<file path="src/inc/adc_fmt_pkg.sv">
// constants for the converter output formatter
// What this block does
// - one 10-bit result per clock, sample rate up to 20 MSPS
// - lower polarity select inverts result bits 0 to 8
// - top polarity select inverts bit 9 on its own
// - polarity selects give binary, two's or one's complement codes
// - result bits driven only while enable is low, else high impedance
// - power-save high freezes the core; with enable also high it enters the reduced-consumption state
// - unconnected control inputs read as high: three-stated and saving
// - result word and flags change on the rising sample clock edge
// - overflow above top reference, underflow below bottom, polarity-free
// - enable three-states the ten result bits only; both flags stay driven
// - coarse latched on rising edge, fine on falling, then corrected
package adc_fmt_pkg;
   localparam int          RES_W         = 10;
   localparam int          COARSE_W      = 5;
   localparam int          FINE_W        = 6;
   localparam int          SUM_W         = 11;
   localparam logic [10:0] FINE_OFFSET   = 11'h010;
   localparam logic [10:0] RES_MAX       = 11'h3ff;
   localparam int          PIPE_DEPTH    = 2;
   localparam int          CLK_NS        = 40;
   localparam int          MAX_RATE_MSPS = 20;
   // word offsets on the register bus
   localparam logic [3:0]  CTRL_OFS      = 4'h0;
   localparam logic [3:0]  STAT_OFS      = 4'h4;
   localparam logic [3:0]  MASK_OFS      = 4'h8;
   localparam logic [3:0]  RES_OFS       = 4'hc;
   // control fields
   localparam int          CTRL_LOWER    = 0;
   localparam int          CTRL_TOP      = 1;
   localparam int          CTRL_OE_N     = 2;
   localparam int          CTRL_PS       = 3;
   localparam logic [3:0]  CTRL_RESET    = 4'hf;
   // status and mask fields
   localparam int          EV_OVER       = 0;
   localparam int          EV_UNDER      = 1;
   localparam logic [1:0]  EV_RESET      = 2'h0;
   // result readback fields
   localparam int          RB_OVER       = 10;
   localparam int          RB_UNDER      = 11;
   localparam int          RB_PS         = 12;
endpackage

</file>
<file path="src/core/adc_fmt_ctrl.sv">
// converter digital back end: correction, pipeline, coding, three-state, bus
//
// The Wishbone interface to the registers and the register offsets are this design's own decisions.
`timescale 1ns/1ps
module adc_fmt_ctrl
   import adc_fmt_pkg::*;
#(
   parameter int DEPTH = PIPE_DEPTH
)(
   input  wire logic                CLK,
   input  wire logic                RST_N,
   input  wire logic [COARSE_W-1:0] COARSE_CODE,
   input  wire logic [FINE_W-1:0]   FINE_CODE,
   input  wire logic                ABOVE_TOP_REF,
   input  wire logic                BELOW_BOTTOM_REF,
   output logic [RES_W-1:0]         RESULT_WORD,
   output logic                     OVER_FLAG,
   output logic                     UNDER_FLAG,
   output logic                     RESULT_OE_N,
   output logic                     POWER_SAVE,
   output logic                     IRQ,
   input  wire logic                WB_CYC_I,
   input  wire logic                WB_STB_I,
   input  wire logic                WB_WE_I,
   input  wire logic [3:0]          WB_ADR_I,
   input  wire logic [3:0]          WB_SEL_I,
   input  wire logic [31:0]         WB_DAT_I,
   output logic [31:0]              WB_DAT_O,
   output logic                     WB_ACK_O
);
   localparam int PW = RES_W + 2;

   // front end latches
   logic [COARSE_W-1:0] coarse_ff;
   logic [COARSE_W-1:0] nxt_coarse;
   logic                over_in_ff;
   logic                under_in_ff;
   logic                nxt_over_in;
   logic                nxt_under_in;
   logic [FINE_W-1:0]   fine_ff;
   logic [FINE_W-1:0]   nxt_fine;
   logic [SUM_W-1:0]    sum;
   logic [RES_W-1:0]    corr_val;

   // pipeline and outputs
   logic [PW-1:0]       pipe_ff [DEPTH];
   logic [PW-1:0]       nxt_pipe [DEPTH];
   logic [RES_W-1:0]    raw_ff;
   logic [RES_W-1:0]    nxt_raw;
   logic [1:0]          pol_ff;
   logic [1:0]          nxt_pol;
   logic [RES_W-1:0]    word_ff;
   logic [RES_W-1:0]    nxt_word;
   logic                over_ff;
   logic                under_ff;
   logic                nxt_over;
   logic                nxt_under;
   logic                oe_n_ff;
   logic                nxt_oe_n;
   logic                ps_ff;
   logic                nxt_ps;

   // register file
   logic [3:0]          ctrl_ff;
   logic [3:0]          nxt_ctrl;
   logic [1:0]          stat_ff;
   logic [1:0]          nxt_stat;
   logic [1:0]          mask_ff;
   logic [1:0]          nxt_mask;
   logic                irq_ff;
   logic                nxt_irq;
   logic                ack_ff;
   logic                nxt_ack;
   logic [31:0]         dat_ff;
   logic [31:0]         nxt_dat;
   logic                req;
   logic                wr;
   logic                run;
   logic [1:0]          ev;

   assign RESULT_WORD = word_ff;
   assign OVER_FLAG   = over_ff;
   assign UNDER_FLAG  = under_ff;
   assign RESULT_OE_N = oe_n_ff;
   assign POWER_SAVE  = ps_ff;
   assign IRQ         = irq_ff;
   assign WB_DAT_O    = dat_ff;
   assign WB_ACK_O    = ack_ff;

   assign run = ~ctrl_ff[CTRL_PS];
   assign req = WB_CYC_I & WB_STB_I & ~ack_ff;
   assign wr  = WB_CYC_I & WB_STB_I & ack_ff & WB_WE_I & WB_SEL_I[0]; // lands on the ack edge

   // coarse step and range comparators on the rising edge
   always_comb begin
      nxt_coarse   = run ? COARSE_CODE : coarse_ff;
      nxt_over_in  = run ? ABOVE_TOP_REF : over_in_ff;
      nxt_under_in = run ? BELOW_BOTTOM_REF : under_in_ff;
   end

   always_ff @(posedge CLK) begin
      if (!RST_N) begin
         coarse_ff   <= '0;
         over_in_ff  <= 1'b0;
         under_in_ff <= 1'b0;
      end else begin
         coarse_ff   <= nxt_coarse;
         over_in_ff  <= nxt_over_in;
         under_in_ff <= nxt_under_in;
      end
   end

   // fine step on the following falling edge
   always_comb begin
      nxt_fine = run ? FINE_CODE : fine_ff;
   end

   always_ff @(negedge CLK) begin
      if (!RST_N) begin
         fine_ff <= '0;
      end else begin
         fine_ff <= nxt_fine;
      end
   end

   // digital correction: fine step overlaps coarse by 16 codes each side
   always_comb begin
      sum = {coarse_ff, 6'h00} >> 1;
      sum = sum + {5'h00, fine_ff};
      if (sum < FINE_OFFSET) begin
         corr_val = '0;
      end else if (sum - FINE_OFFSET > RES_MAX) begin
         corr_val = RES_MAX[RES_W-1:0];
      end else begin
         corr_val = RES_W'(sum - FINE_OFFSET);
      end
   end

   // fixed latency pipeline, one sample per clock
   always_comb begin
      nxt_pipe[0] = run ? {under_in_ff, over_in_ff, corr_val} : pipe_ff[0];
      for (int i = 1; i < DEPTH; i++) begin
         nxt_pipe[i] = run ? pipe_ff[i-1] : pipe_ff[i];
      end
   end

   genvar g;
   generate
      for (g = 0; g < DEPTH; g++) begin : g_pipe
         always_ff @(posedge CLK) begin
            if (!RST_N) begin
               pipe_ff[g] <= '0;
            end else begin
               pipe_ff[g] <= nxt_pipe[g];
            end
         end
      end
   endgenerate

   // output coding and three-state control
   always_comb begin
      nxt_raw   = raw_ff;
      nxt_pol   = pol_ff;
      nxt_word  = word_ff;
      nxt_over  = over_ff;
      nxt_under = under_ff;
      if (run) begin
         nxt_raw   = pipe_ff[DEPTH-1][RES_W-1:0];
         nxt_pol   = {ctrl_ff[CTRL_TOP], ctrl_ff[CTRL_LOWER]};
         nxt_word[RES_W-2:0] = nxt_raw[RES_W-2:0]
                              ^ {(RES_W-1){~ctrl_ff[CTRL_LOWER]}};
         nxt_word[RES_W-1]   = nxt_raw[RES_W-1] ^ ~ctrl_ff[CTRL_TOP];
         nxt_over  = pipe_ff[DEPTH-1][RB_OVER];
         nxt_under = pipe_ff[DEPTH-1][RB_UNDER];
      end
      nxt_oe_n = ctrl_ff[CTRL_OE_N];
      nxt_ps   = ctrl_ff[CTRL_PS] & ctrl_ff[CTRL_OE_N];
   end

   always_ff @(posedge CLK) begin
      if (!RST_N) begin
         raw_ff   <= '0;
         pol_ff   <= CTRL_RESET[1:0];
         word_ff  <= '0;
         over_ff  <= 1'b0;
         under_ff <= 1'b0;
         oe_n_ff  <= 1'b1;
         ps_ff    <= 1'b1;
      end else begin
         raw_ff   <= nxt_raw;
         pol_ff   <= nxt_pol;
         word_ff  <= nxt_word;
         over_ff  <= nxt_over;
         under_ff <= nxt_under;
         oe_n_ff  <= nxt_oe_n;
         ps_ff    <= nxt_ps;
      end
   end

   // bus slave, sticky events and interrupt
   always_comb begin
      ev        = {run & pipe_ff[DEPTH-1][RB_UNDER], run & pipe_ff[DEPTH-1][RB_OVER]};
      nxt_ctrl  = ctrl_ff;
      nxt_mask  = mask_ff;
      nxt_stat  = stat_ff;
      nxt_ack   = req;
      nxt_dat   = '0;
      if (wr && WB_ADR_I == CTRL_OFS) begin
         nxt_ctrl = WB_DAT_I[3:0];
      end
      if (wr && WB_ADR_I == MASK_OFS) begin
         nxt_mask = WB_DAT_I[1:0];
      end
      if (wr && WB_ADR_I == STAT_OFS) begin
         nxt_stat = stat_ff & ~WB_DAT_I[1:0];
      end
      nxt_stat = nxt_stat | ev;
      if (req && !WB_WE_I) begin
         unique case (WB_ADR_I)
            CTRL_OFS: nxt_dat = {28'h0000000, ctrl_ff};
            STAT_OFS: nxt_dat = {30'h0, stat_ff};
            MASK_OFS: nxt_dat = {30'h0, mask_ff};
            RES_OFS:  nxt_dat = {19'h0, ps_ff, under_ff, over_ff, raw_ff};
            default:  nxt_dat = '0;
         endcase
      end
      nxt_irq = |(nxt_stat & nxt_mask);
   end

   always_ff @(posedge CLK) begin
      if (!RST_N) begin
         ctrl_ff <= CTRL_RESET;
         stat_ff <= EV_RESET;
         mask_ff <= EV_RESET;
         irq_ff  <= 1'b0;
         ack_ff  <= 1'b0;
         dat_ff  <= '0;
      end else begin
         ctrl_ff <= nxt_ctrl;
         stat_ff <= nxt_stat;
         mask_ff <= nxt_mask;
         irq_ff  <= nxt_irq;
         ack_ff  <= nxt_ack;
         dat_ff  <= nxt_dat;
      end
   end

   // checks
   logic [3:0] run_cnt;

   always_ff @(posedge CLK) begin
      if (!RST_N || !run) begin
         run_cnt <= '0;
      end else if (run_cnt != 4'hf) begin
         run_cnt <= run_cnt + 4'h1;
      end
   end
endmodule

</file>
<file path="config.mk">
export PLATFORM = sky130hd
export DESIGN_NAME = adc_fmt_ctrl
export DESIGN_NICKNAME = d
export VERILOG_FILES = /design/src/inc/adc_fmt_pkg.sv /design/src/core/adc_fmt_ctrl.sv
export SDC_FILE = /design/constraint.sdc
export NUM_CORES = 1
export LEC_CHECK = 0
export BUFFER_PORTS_ARGS = -buffer_cell sky130_fd_sc_hd__buf_2
export CAP_MARGIN = 20
export CORE_MARGIN = 4
export CORE_UTILIZATION = 46
export CTS_CLUSTER_SIZE = 12
export DETAILED_ROUTE_END_ITERATION = 8
export PLACE_DENSITY = 0.76
export SETUP_SLACK_MARGIN = 0.1
export SYNTH_ARGS = -nofsm -noshare
export SYNTH_HDL_FRONTEND = slang
export SYNTH_SLANG_ARGS = --single-unit
export TNS_END_PERCENT = 5
</file>
<file path="constraint.sdc">
create_clock -name CLK -period 2.3 [get_ports CLK]
set_clock_uncertainty 0.05 [all_clocks]
set_input_delay 0.115 -clock CLK [delete_from_list [all_inputs] [get_ports CLK]]
set_output_delay 0.115 -clock CLK [all_outputs]
set_load 0.02 [all_outputs]
</file>
Word level (Yosys, flattened, before mapping)
Memory sizes are Yosys's and may differ from the RTL's.
Index checks and enable logic that the tools add are counted.
{"block": "totals", "ff_bits": 79, "latch_bits": 0, "ramBits": 24, "mem_bits_ro": 0, "in_bits": 58, "output_inout_bits": 48, "word_cells": 63, "memories": 1}
{"block": "op_classes", "add_sub_neg": 2, "mul": 0, "div": 0, "n_lt_le_gt_ge": 2, "n_eq_ne": 3, "shift": 0, "mux": 11, "n_bitwise": 20, "n_reduce_logical": 8}
{"memory": "pipe_ff", "depth": 2, "width": 12, "rd": 2, "rd_clocked_by_memory_dff": 0, "write_ports": 2, "line": "adc_fmt_ctrl.sv:46", "rtl": "logic [PW-1:0] pipe_ff [DEPTH];"}
{"op": "case mux 13 bit (4 select lines)", "n": 1}
{"op": "two-way mux 12 bit", "n": 4}
{"op": "two-way mux 10 bit", "n": 2}
{"op": "adder 10 x 6 -> 11 bit", "n": 1}
{"op": "greater-than comparator 11 x 10 -> 1 bit, second input constant", "n": 1}
{"op": "< comparator 11 x 5 -> 1 bit, second input constant", "n": 1}
{"op": "subtractor 11 x 5 -> 11 bit, second input constant", "n": 1}
{"op": "XOR 9 bit", "n": 1}
{"op": "bitwise AND 1 bit", "n": 8}
{"op": "== test 4 bit, second input constant", "n": 2}
{"op": "bitwise AND 2 bit", "n": 2}
{"op": "== test 4 x 3 -> 1 bit, second input constant", "n": 1}
{"op": "logical AND 1 bit", "n": 4}
{"op": "logical NOT 4 bit", "n": 1}
{"op": "two-way mux 2 bit", "n": 2}
{"op": "inverter 1 bit", "n": 4}
{"op": "two-way mux 1 bit", "n": 2}
{"op": "inverter 2 bit", "n": 1}
{"op": "OR 1 bit", "n": 2}
{"op": "OR 2 bit", "n": 1}
{"op": "AND reduction 2 bit", "n": 1}
{"op": "OR reduction 2 bit", "n": 1}
{"op": "logical NOT 1 bit", "n": 1}
{"op": "XOR 1 bit", "n": 1}

Logic depth before layout (Yosys ltp)
{"block": "depth", "word_depth": 9, "depth_mapped": 9, "depth_no_buf": 9}

==> flow_summary_export.csv <==
group,metric,value,unit
critical_path,path_class,"flip-flop to flip-flop",
routing,via_count,2689,
yosys,synth_seq_cells,84,
die,core,7250,um2
run_status,violations,"setup timing",
yosys,synth_most_common_cell,"dfxtp_1",
timing,whs,59.8,ps
timing,drv_slew,0,
routing,routed_wl,7.47,mm
yosys,avgSynthCellArea,9.70,um2
critical_path,worstPathArrival,3670,ps
yosys,synth_edf_count,0,
routing,dr.pass1.iters,4,
die,io_pins,106,
power_and_ir_drop,ir_drop,0.346,mV
timing,grt_setup_unrepaired,"true",
clock_network,cts_root_buffer,"clkbuf_8",
yosys,syn_area,3430,um2
clock_network,cts-htree-levels,3,
final_layout,synthToLayoutAreaGrowth,29.9,%
global_routing,grt_max_degree,51,
clock_network,worst_skew_pair.late_latency,390,ps
die,dieArea,8910,um2
final_layout,drive_above_1_share,27.5,%
yosys,synth_common_cells,"dfxtp_1, nor2_1, mux2i_1",
placed_design,place_area,3980,um2
placed_design,gp_congestion,0.852,
power_and_ir_drop,leakagePower,0.00218,uW
critical_path,end_kind,"flip-flop",
timing,final.setup.tns,-11010,ps
yosys,synth_top_area_share,49.0,%
routing,ant_nets,0,
job,maxCapViolCount,0,
power_and_ir_drop,powerDensity,630,nW/um2
clock_network,numCtsBuffers,9,
timing,fin_ws,-1180,ps
yosys,yosysTopAreaCell,"dfxtp_1",
die,start_util,47.3,%
clock_network,cts_tree,"done",
global_routing,grt_pass1_vias,2553,
final_layout,final_util,61.4,%
run_status,status,"complete, but fails checks",
clock_network,cts_sinks,84,
routing,drc,0,
hold_path,min_path_type,"input pin to flip-flop",
clock_network,clock_path_buffers,2,
global_routing,grt_use_total,17.3,%
yosys,yosysSeqAreaShare,49.0,%
critical_path,cp_max_fo,6,
yosys,netlist_instances,354,
timing,relSlewSlack,57.0,%
critical_path,worstPathRequired,2490,ps
die,fp.dieW,94.4,um
routing,wl_per_cell,13.4,um
yosys,synth_ff_type,"dfxtp_1",
timing,worstMarginPinSlew,645,ps
final_layout,stdcell_area,4460,um2
power_and_ir_drop,p_total,2810,uW
final_layout,fillCellCount,628,
final_layout,layout.nets,515,
placed_design,portBuffers,55,
yosys,synthTopCellsByArea,"dfxtp_1, mux2i_1, nor2_1, buf_4, nand2_1",
routing,viasPerCell,4.82,
global_routing,antenna_found_initial,0,
yosys,yosysUniqueCellTypes,37,
routing,drt_iter0_drc,136,
placed_design,hpwl,5.18,mm
timing,finalHoldViolations,0,
die,rows,31,
yosys,yosys_warnings,0,
global_routing,grt_pass1_wl,12.0,mm
clock_network,clk_pin_slew,90,ps
timing,setup_viol_count_final,10,
final_layout,diodes,0,
die,fp.dieH,94.4,um
global_routing,globalRouteOverflowTotal,0,
critical_path,startpoint_type,"flip-flop",
yosys,async_flop_share,0,%
cells by family after synthesis:
group | Yosys count | synth area share, %
buf+inv | 43 | 6.78
flops | 84 | 49.0
compound gates | 35 | 7.29
fa+ha+maj | 3 | 1.09
xor+xnor | 18 | 4.59
simple gates | 125 | 17.3
mux | 45 | 13.9
other cells | 1 | 0.109
where the power goes:
part           total [uW]  internal, uW  switching, uW  leakage (uW)
clock network        1240           685            557      0.000147
registers            1460          1450          0.872      0.000677
logic                 112          41.9           70.4       0.00135
layout make-up:
type	instances	area, um2	area share (%)
multi-input combinational	245	1700	38.2
inverter	5	18.8	0.421
timing repair buffer	103	674	15.1
sequential	84	1680	37.8
tap	99	124	2.78
clock inverter	11	104	2.33
clock buffer	11	151	3.40
per-layer routing:
layer / track usage (%) / vias to the layer above / wire (um)
met5: 0 / - / 0
met4: 8.42 / 0 / 163
met3: 2.95 / 12 / 380
met2: 29.0 / 58 / 3640
met1: 21.7 / 1261 / 3290
li1: - / 1358 / -
worst paths after layout:
path,from,endpoint,slack (ps),cells after the start
max,fine_ff[5],pipe_ff[0][6],-1180,11
min,WB_WE_I,WB_DAT_O[0],60,3
max reg2reg,fine_ff[5],pipe_ff[0][6],-1180,11
min reg2reg,POWER_SAVE,WB_DAT_O[12],410,1
cells in the final DEF (no fill, tap or decap), drive strengths merged:
cell         instances
nor3b                3
xor2                 5
o311a                1
mux2i               43
o311ai               2
o21ai                1
nand2               38
conb                19
and3                 3
a31oi                1
nor3                 8
clkbuf              11
ha                   3
clkinv               2
dlygate4sd3         14
nor2b                2
bufinv               2
a21oi               16
nor4b                1
buf                 89
a221o                6
or3b                 1
and2                 9
xnor2               13
o221ai               1
a211oi               1
or4                  1
a22o                 3
a21boi               1
inv                 11
mux4                 2
nand2b               2
dfxtp               84
nand3                8
clkinvlp             1
o211ai               1
nor2                49
o32ai                1
stage by stage:
stage | cells | worst slack, ps
2_1_floorplan | 372 | -993
3_3_place_gp | 520 | -1120
3_5_place_dp | 520 | -1180
4_1_cts | 555 | -1170
5_1_grt | 558 | -1320
6_report | 558 | -1180
critical path, cell delays in order (launching register included):
cell      delay [ps]
dfxtp_2          320
ha_4             160
ha_4             170
xor2_4           150
buf_6            140
nor3b_4          230
buf_4            160
nand3_4           90
xnor2_4          210
a211oi_2          80
buf_4            170
a221o_1          260
state kept, by name, summed over array words and instances, names as in the netlist, 4 cells and up:
name / cells
ctrl_ff: 4
RESULT_WORD: 10
fine_ff: 6
raw_ff: 10
pipe_ff: 24
coarse_ff: 5
WB_DAT_O: 13
what timing repair did:
| action | in CTS | in global routing |
|---|---|---|
| resized for setup | 4 | 7 |
| hold buffers | 14 | 0 |
| endpoints found under the setup margin | 10 | 17 |
| pin swaps | 3 | 6 |
| endpoints found under the hold margin | 14 | 0 |
| setup buffers | 0 | 3 |
No activity file was read; power rests on OpenSTA's default activity.
